**src/verilog/fdg_pkg.sv**
```systemverilog
// package for the floppy interface glue: constants, lookup table and carriers.
// assumes a single 40 MHz system clock standing in for the 16 MHz oscillator domain.
package fdg_pkg;

  localparam int unsigned fdg_drives = 4;
  localparam int unsigned fdg_unit_w = 2;
  localparam logic [3:0] fdg_cnt_zero = 4'h0;
  localparam logic [3:0] fdg_cnt_one = 4'h1;
  localparam logic [3:0] fdg_cnt_max = 4'hF;
  localparam logic [1:0] fdg_div_by2 = 2'h1; // terminal count for /2
  localparam logic [1:0] fdg_div_by4 = 2'h3; // terminal count for /4
  localparam logic [4:0] fdg_fm_div = 5'h1F;  // single density reference divide
  localparam logic [4:0] fdg_mfm_div = 5'h0F; // double density reference divide
  localparam logic [1:0] fdg_precomp_early = 2'h0;
  localparam logic [1:0] fdg_precomp_nominal = 2'h1;
  localparam logic [1:0] fdg_precomp_late = 2'h2;

  // next-count table for all sixteen counts of the correction lookup
  localparam logic [63:0] fdg_corr_table = {
    4'h1, 4'h0, 4'hF, 4'hF, 4'hE, 4'hD, 4'hC, 4'hB,
    4'h6, 4'h5, 4'h4, 4'h3, 4'h3, 4'h2, 4'h1, 4'h1
  };

  // command lines from the controller toward the drives
  typedef struct packed {
    logic step;
    logic direction;
    logic write_gate;
    logic side_select;
    logic fault_reset;
  } fdg_cmd_s;

  // write pulse with its precompensation request
  typedef struct packed {
    logic data;
    logic early;
    logic late;
  } fdg_wr_s;

endpackage

```
**src/verilog/fdg_glue.sv**
```systemverilog
// floppy interface glue: clocks, counter events, decoding, precompensation, data separator.
// assumes all inputs synchronous to clk; the drive cable level shift is done outside.
//
// Functional notes
// RULE1 - controller clock is oscillator divided by 2 or 4, chosen by switches
// RULE2 - selected unit picks its own 8 or 4 MHz controller clock
// RULE3 - channel 0 counter interrupts once per transferred byte
// RULE4 - cascaded channels 1 and 2 interrupt at sector end and drive terminal count
// RULE5 - controller runs without DMA, processor moves each byte on interrupt
// RULE6 - drive ready lines multiplexed into one controller ready input
// RULE7 - decoder gives one select and one head-load line per drive
// RULE8 - head-load lines double as motor-on controls
// RULE9 - write data is precompensated early or late
// RULE10 - write and reference clocks follow single or double density
// RULE11 - correction disabled makes the separator a plain modulo-16 divider
// RULE12 - rising read pulse captures the current counter value; here only a rise in a reference tick cycle is used
// RULE13 - captured zero means in step, counter advances normally
// RULE14 - nonzero capture jumps one or two steps toward sync
// RULE15 - lookup table gives the next count, upper half is plus one; here the table also covers the upper half
// RULE16 - read window is counter divided by 2, total divide by 32
// RULE17 - controller drive commands multiplexed to the drives
// RULE18 - reset clears separator and window, deasserts select and head-load
`timescale 1ns/100ps
`default_nettype none

module fdg_glue
  import fdg_pkg::*;
#(
  parameter int unsigned drives = fdg_drives,
  parameter int unsigned sector_w = 16
)
(
  // clock, reset, enable
  input wire logic clk,
  input wire logic sys_rst,
  input wire logic clk_en,
  // configuration switches, one per drive: high selects divide by 4
  input wire logic [drives-1:0] clock_divide_switches,
  input wire logic mfm_select,
  input wire logic correction_disable,
  // controller selection and strobes
  input wire logic unit_select_bit0,
  input wire logic unit_select_bit1,
  input wire logic head_load_req,
  input wire logic byte_request,
  input wire fdg_cmd_s ctrl_cmd,
  input wire fdg_wr_s ctrl_write,
  // counter programming
  input wire logic sector_load,
  input wire logic [sector_w-1:0] sector_bytes,
  input wire logic irq_ack,
  // drive side
  input wire logic [drives-1:0] drive_ready,
  input wire logic drive_read_pulses,
  // outputs
  output logic ctrl_clock,
  output logic ctrl_ready,
  output logic byte_irq,
  output logic sector_irq,
  output logic sector_end_count,
  output logic [drives-1:0] drive_select_lines,
  output logic [drives-1:0] head_load_lines,
  output fdg_cmd_s drive_cmd,
  output logic write_data_out,
  output logic write_clock,
  output logic density_reference_clock,
  output logic read_data_window,
  output logic [3:0] sep_count
);

  // one-hot decode of the controller's unit selection, used by both decoders
  function automatic logic [drives-1:0] unit_onehot(input logic [1:0] unit);
    logic [drives-1:0] v;
    v = '0;
    v[unit] = 1'b1;
    return v;
  endfunction

  // lookup: all 16 counts from the table when correcting, otherwise plus one modulo 16
  function automatic logic [3:0] next_count(input logic corr, input logic [3:0] cur);
    logic [3:0] r;
    r = cur + fdg_cnt_one;
    if (corr)
      r = fdg_corr_table[cur*4 +: 4];
    return r;
  endfunction

  logic [1:0] unit;
  logic [1:0] div_reg;
  logic [1:0] div_end;
  logic byte_req_reg;
  logic [sector_w-1:0] sector_cnt_reg;
  logic [4:0] ref_cnt_reg;
  logic [4:0] ref_end;
  logic [1:0] pc_phase_reg;
  logic pc_pending_reg;
  logic read_prev_reg;
  logic read_rise;
  logic [3:0] count_next;

  assign unit = {unit_select_bit1, unit_select_bit0};

  // RULE2 per-unit clock choice
  assign div_end = clock_divide_switches[unit] ? fdg_div_by4 : fdg_div_by2;

  // RULE1 divide the oscillator; a unit change only alters the terminal count
  always_ff @(posedge clk)
  begin
    if (sys_rst)
    begin
      div_reg <= 2'h0;
      ctrl_clock <= 1'b0;
    end
    else if (clk_en)
    begin
      if (div_reg >= div_end)
        div_reg <= 2'h0;
      else
        div_reg <= div_reg + 2'h1;
      // high for half of each divide period (count 0 of /2, counts 1 and 2 of /4), so /2 and /4 are both square
      ctrl_clock <= (div_reg >= (div_end >> 1)) && (div_reg != div_end);
    end
  end

  // RULE3 per-byte interrupt, rising edge of the byte request, held until ack
  always_ff @(posedge clk)
  begin
    if (sys_rst)
    begin
      byte_req_reg <= 1'b0;
      byte_irq <= 1'b0;
    end
    else if (clk_en)
    begin
      byte_req_reg <= byte_request;
      // RULE5 processor services each byte
      if (byte_request && !byte_req_reg)
        byte_irq <= 1'b1; // set wins over a same-cycle ack
      else if (irq_ack)
        byte_irq <= 1'b0;
    end
  end

  // RULE4 cascaded byte count ends the sector with interrupt and terminal count
  always_ff @(posedge clk)
  begin
    if (sys_rst)
    begin
      sector_cnt_reg <= '0;
      sector_irq <= 1'b0;
      sector_end_count <= 1'b0;
    end
    else if (clk_en)
    begin
      sector_end_count <= 1'b0; // terminal count is a one-cycle pulse
      if (sector_load)
        sector_cnt_reg <= sector_bytes;
      else if (byte_request && !byte_req_reg && sector_cnt_reg != '0)
      begin
        sector_cnt_reg <= sector_cnt_reg - sector_w'(1);
        if (sector_cnt_reg == sector_w'(1))
          sector_end_count <= 1'b1;
      end
      if (byte_request && !byte_req_reg && sector_cnt_reg == sector_w'(1))
        sector_irq <= 1'b1;
      else if (irq_ack)
        sector_irq <= 1'b0;
    end
  end

  // RULE6 ready of the selected drive, RULE7 select/head-load decode,
  // RULE8 head-load also serves as motor-on, RULE17 command pass-through
  always_ff @(posedge clk)
  begin
    // RULE18 reset deasserts drive lines
    if (sys_rst)
    begin
      ctrl_ready <= 1'b0;
      drive_select_lines <= '0;
      head_load_lines <= '0;
      drive_cmd <= '0;
    end
    else if (clk_en)
    begin
      ctrl_ready <= drive_ready[unit];
      drive_select_lines <= unit_onehot(unit);
      head_load_lines <= head_load_req ? unit_onehot(unit) : '0;
      drive_cmd <= ctrl_cmd;
    end
  end

  // RULE10 reference clock divide depends on density, write clock at half rate
  assign ref_end = mfm_select ? fdg_mfm_div : fdg_fm_div;

  always_ff @(posedge clk)
  begin
    if (sys_rst)
    begin
      ref_cnt_reg <= 5'h00;
      density_reference_clock <= 1'b0;
      write_clock <= 1'b0;
    end
    else if (clk_en)
    begin
      if (ref_cnt_reg >= ref_end)
      begin
        ref_cnt_reg <= 5'h00;
        density_reference_clock <= ~density_reference_clock;
        if (density_reference_clock)
          write_clock <= ~write_clock;
      end
      else
        ref_cnt_reg <= ref_cnt_reg + 5'h01;
    end
  end

  // RULE9 early bits go out at once, nominal after one, late after two cycles
  always_ff @(posedge clk)
  begin
    if (sys_rst)
    begin
      pc_phase_reg <= fdg_precomp_early;
      pc_pending_reg <= 1'b0;
      write_data_out <= 1'b0;
    end
    else if (clk_en)
    begin
      write_data_out <= 1'b0;
      if (ctrl_write.data)
      begin
        if (ctrl_write.early)
          write_data_out <= 1'b1;
        else
        begin
          pc_pending_reg <= 1'b1;
          pc_phase_reg <= ctrl_write.late ? fdg_precomp_late : fdg_precomp_nominal;
        end
      end
      else if (pc_pending_reg)
      begin
        if (pc_phase_reg == fdg_precomp_nominal)
        begin
          write_data_out <= 1'b1;
          pc_pending_reg <= 1'b0;
        end
        else
          pc_phase_reg <= pc_phase_reg - 2'h1;
      end
    end
  end

  // RULE12 capture on the rising edge of the read pulses
  assign read_rise = drive_read_pulses && !read_prev_reg;

  // RULE11 plain count when disabled; RULE13 zero capture keeps counting;
  // RULE14 nonzero capture jumps toward sync; RULE15 table addressing
  always_comb
  begin
    count_next = next_count(read_rise && !correction_disable, sep_count);
  end

  // separator counter steps on each reference clock tick
  always_ff @(posedge clk)
  begin
    // RULE18 reset clears separator and window
    if (sys_rst)
    begin
      read_prev_reg <= 1'b0;
      sep_count <= fdg_cnt_zero;
      read_data_window <= 1'b0;
    end
    else if (clk_en)
    begin
      read_prev_reg <= drive_read_pulses;
      if (ref_cnt_reg >= ref_end)
      begin
        sep_count <= count_next;
        // RULE16 window toggles when the counter steps from 15 to 0
        if (sep_count == fdg_cnt_max && count_next == fdg_cnt_zero)
          read_data_window <= ~read_data_window;
      end
    end
  end

endmodule

`default_nettype wire

```
**config.mk**
```make
export PLATFORM = sky130hd
export DESIGN_NAME = fdg_glue
export DESIGN_NICKNAME = d
export VERILOG_FILES = /design/src/verilog/fdg_pkg.sv /design/src/verilog/fdg_glue.sv
export SDC_FILE = /design/constraint.sdc
export NUM_CORES = 1
export LEC_CHECK = 0
export BUFFER_PORTS_ARGS = -buffer_cell sky130_fd_sc_hd__buf_2
export CAP_MARGIN = 15
export CORE_UTILIZATION = 54
export DETAILED_ROUTE_END_ITERATION = 10
export GPL_ROUTABILITY_DRIVEN = 1
export MAX_ROUTING_LAYER = met4
export PLACE_DENSITY_LB_ADDON = 0.05
export SLEW_MARGIN = 20
export SYNTH_ARGS = -nofsm -noshare
export SYNTH_HDL_FRONTEND = slang
export SYNTH_SLANG_ARGS = --single-unit
```
**constraint.sdc**
```tcl
create_clock -name clk -period 5.55 [get_ports clk]
set_input_delay 0.2775 -clock clk [delete_from_list [all_inputs] [get_ports clk]]
set_output_delay 0.2775 -clock clk [all_outputs]
set_load 0.02 [all_outputs]
```
* Yosys cells after proc, flatten, opt, wreduce, memory -nomap -nowiden
Index checks and enable logic that the tools add are counted.
** Cells by class
- Add/sub/neg operators :: 5
- Magnitude comparators :: 5
- Eq/ne operators :: 6
- Shifts and indexed selects :: 1
- Mux-type cells :: 33
- Bitwise operators :: 3
- Reduce and logical (&&, ||, !) cells :: 25
** Operator list (count)
- variable part select 64 x 7 -> 4 bit (first input constant) :: 1
- 2-to-1 mux 16 bit :: 2
- 2-to-1 mux 1 bit :: 17
- equality test 16 x 1 -> 1 bit (second input constant) :: 1
- nonzero test 16 bit :: 1
- subtractor 16 x 1 -> 16 bit (second input constant) :: 1
- 2-to-1 mux 2 bit :: 7
- 2-to-1 mux 5 bit :: 2
- AND reduction 2 bit :: 5
- logical AND 1 bit :: 8
- 2-to-1 mux 4 bit :: 2
- nonzero test 2 bit :: 4
- AND reduction 3 bit :: 2
- adder 5 x 1 -> 5 bit (second input constant) :: 1
- >= comparator 5 bit :: 1
- adder 4 x 1 -> 4 bit (second input constant) :: 1
- binary-select mux 1 bit (select 2 bit) :: 2
- equality test 4 bit (second input constant) :: 1
- logical NOT 4 bit :: 1
- inequality test 2 bit (second input constant) :: 2
- AND reduction 4 bit :: 1
- logical NOT 1 bit :: 3
- < comparator 2 x 3 -> 1 bit (second input constant) :: 1
- NOT 1 bit :: 3
- 8 further kinds :: 8
** Word-level totals
- Flip-flop bits (word level) :: 54
- Input port bits :: 44
- Output and inout port bits :: 26
- Logic and storage cells :: 102

* Logic depth before layout (Yosys ltp)
- Depth after elaboration :: 7
- Depth in mapped cells :: 8
- Depth with buffers taken out :: 7

* Worst setup path before layout
OpenSTA, ideal clock, no wires.
- Path kind :: reg2reg
- Start :: reg sep_count[1]
- End :: reg read_data_window
- Setup time :: 0.121 ns
- Arrival time :: 2.330 ns
- Setup slack :: 3.100 ns
- Cell stages (with the launch flop) :: 8
- Buffers on the path :: 0
- Clock period less this slack :: 2.450 ns
- Cells stage by stage :: dfxtp_1 > inv_1 > ha_1 > or4bb_1 > a41oi_1 > nor2_1 > nor4_1 > mux2_2
** Between the ends
- Cells in the longest elaborated chain, start to end :: 5
** RTL lines
- from (decl) :: RTL line fdg_glue.sv:68 : output logic [3:0] sep_count
- from (signal assigned) :: RTL line fdg_glue.sv:269 : sep_count <= fdg_cnt_zero;
- from (signal assigned) :: RTL line fdg_glue.sv:277 : sep_count <= count_next;
- variable part select 64 x 7 -> 4 bit / adder 4 x 1 -> 4 bit (equally long branches) :: RTL line fdg_glue.sv:84, fdg_glue.sv:82
- 2-to-1 mux 4 bit :: RTL line fdg_glue.sv:83 : if (corr)
- logical NOT 4 bit :: RTL line fdg_glue.sv:279 : if (sep_count == fdg_cnt_max && count_next == fdg_cnt_zero)
- logical AND 1 bit * :: RTL line fdg_glue.sv:279
- AND reduction 3 bit (no source line) *
- to (signal assigned) :: RTL line fdg_glue.sv:280 : read_data_window <= ~read_data_window;
- to (decl) :: RTL line fdg_glue.sv:67 : output logic read_data_window,
Every way passes the cells marked *; elsewhere a longest branch is shown, timed or not.
A chain may end at the register's enable or synchronous reset.

* Worst setup path in the final report
Same ends and word-level chain as after synthesis.

==> flow_summary.toml <==
[route]
dr.first_iter.drc_count = 131
ant_nets = 0
vias_per_cell = 5.718
drc = 0
wl_per_cell_um = 13.70
wl_um = 6715
vias = 2802
drt_first_pass_iters = 4

[layout]
seqCellArea_sq_um = 1081
multiInputGateArea_sq_um = 1765
layout_commonest_cell = "buf_2"
insertedDiodeCount = 0
largest_reg_flops = 16
areaGrowthSynthToFinish_pct = 13.94
drive_gt1_share_pct = 22.86
utilization_pct = 65.43
fillers = 486
nets = 475
layout_common_cells = "buf_2, dfxtp_1, nor2_1"

[clock_network]
cts_buffers = 5
htree_levels = 2
hold_buffers = 0
cts_sinks = 54
clk_pin_slew_ns = 0.10
clk_latency_ns = 0.31
cts_resized = 0
cts_buffer_depth = 2
cts_tree = "yes"
post_cts_buffers = 0
clock-root-buffer = "clkbuf_8"

[sta]
fin_skew_ns = 0.01103
fmax_mhz = 403.8
fin_setup_tns_ns = 0
slew_headroom_pct = 29.67
drv_slew = 0
tightest_slew_ns = 1.055
setup_viol = 0
rsz0062_at_grt = "false"
hold_viol = 0
finalCritPeriodShare_pct = 44.62
finalCriticalPeriod_ns = 2.476

[floorplan]
ioPinCount = 70
rows = 26
die_h_um = 76.64
start_util_pct = 57.43
die_x_um = 76.64
dieArea_sq_um = 5873
coreArea_sq_um = 5238

[power]
power_density_nw_per_um2 = 255.5
p_leak_nw = 1.442
peakVddDrop_uv = 170.2

[yosys]
synthCells = 368
synth_seq_cells = 54
synthTopCellsByArea = "dfxtp_1, nor2_1, ha_1"
ys_types = 56
synthAdderAreaFrac_pct = 4.992
yosysWarnings = 0
synth_compound_area_share_pct = 18.89
netlist_area_sq_um = 3008
yosys.area_share.simple_pct = 26.25
synth_top_area_cell = "dfxtp_1"
synthFlopType = "dfxtp_1"
synth_xor_area_share_pct = 2.038
synth_nets = 424
synth_top_family_by_area = "simple AND/OR/NAND/NOR gates"
synth_area_per_cell_sq_um = 8.174
synth_edf_count = 0
muxShareOfSynthArea_pct = 6.531
synth_seq_area_share_pct = 35.94
yosysTopAreaCellShare_pct = 35.94
synthArstFlopShare_pct = 0

[setup_path]
worstSetupEndpointType = "register"
rr_startpoint = "sep_count[1]$_SDFFE_PP0P_"
required_ns = 5.76
r2r_cells = 7
worstPathArrival_ns = 2.68
crit_fanout = 11
crit_path_start_kind = "register"
regToRegEndpoint = "read_data_window$_SDFFE_PP0P_"
criticalPathCategory = "register to register"
r2r_slack_ns = 3.07

[run]
drv_cap = 0

[global_route]
antenna_found_initial = 0
grt_pass1_wl_um = 11530
overflow = 0
first_global_vias = 2610
grt_start_max_net_pins = 54
grtUsageTotal_pct = 24.71

[hold_path]
hp-class = "input pin to register"
hold_path_end = "drive_cmd[0]$_SDFFE_PP0P_"
holdPathStages = 3
hold_start = "ctrl_cmd[0]"

[place]
dp_hpwl_um = 4570
place_congestion = 0.8219
port-buffer-count = 69

[status]
status = "finished clean"
==> cells in the mapped netlist, types with 8 or more instances <==
cell	n
mux2i_1	14
o21ai_1	8
a21oi_1	29
ha_1	12
nor2_1	43
nand2_1	38
nand2b_1	10
nor3_1	8
nand3_1	9
clkbuf_1	17
o21ai_0	15
dfxtp_1	54
inv_1	12
==> kinds of logic (layout without fill, tap and decap cells) <==
family | Yosys count | count (layout)
simple gates | 151 | 151
flops | 54 | 54
fa+ha+maj | 12 | 12
xor+xnor | 7 | 7
buf+inv | 38 | 90
mux | 17 | 17
compound gates | 89 | 89
==> report_power, final <==
group          switching (mW)  internal [mW]
combinational           0.124         0.0861
sequential             0.0244          0.410
clock                   0.130          0.101
==> how the worst max path moves through the flow <==
stage                                   start                            end  slack (ns)  cells past startpoint
floorplan           sep_count[1]$_SDFFE_PP0P_  read_data_window$_SDFFE_PP0P_        3.10                      7
global placement                       clk_en  read_data_window$_SDFFE_PP0P_        2.93                      6
detailed placement                     clk_en  read_data_window$_SDFFE_PP0P_        2.84                      6
CTS                 sep_count[1]$_SDFFE_PP0P_  read_data_window$_SDFFE_PP0P_        3.06                      7
global route        sep_count[1]$_SDFFE_PP0P_  read_data_window$_SDFFE_PP0P_        2.80                      7
finish              sep_count[1]$_SDFFE_PP0P_  read_data_window$_SDFFE_PP0P_        3.07                      7
==> per-layer routing <==
metal,GRT usage [%],vias up,share of wire (%)
met1,31.12,1312,47
li1,-,1416,-
met5,-,-,0
met4,8.269,0,1.0
met3,5.389,6,4.7
met2,39.19,68,47
==> critical path: stages (launching register included) <==
cell and delay (ns):
dfxtp_1 0.51, inv_1 0.13, ha_1 0.33, or4bb_1 0.48
a41oi_1 0.17, nor2_1 0.09, nor4_1 0.32, mux2_2 0.37
==> final cells by class <==
cell class	count	share of cell area [%]
timing repair buffer	70	10.30
tap	70	2.556
sequential	54	31.54
inverter	12	1.314
clock inverter	2	0.3651
clock buffer	6	2.410
multi-input combinational	276	51.52
==> through the flow <==
step	hold WS (ns)	worst slack (ns)	total power, mW	std cells	area [sq um]
after global placement	0.4506	2.927	0.6472	482	3332
final	0.2110	3.074	0.8757	490	3427
after global routing	0.2246	2.802	0.9285	490	3427
after detailed placement	0.4511	2.836	0.6522	482	3332
after floorplan	0.4249	3.100	0.5977	368	3008
after CTS	0.2065	3.062	0.8831	490	3427
Power figures use the tool's default switching activity.
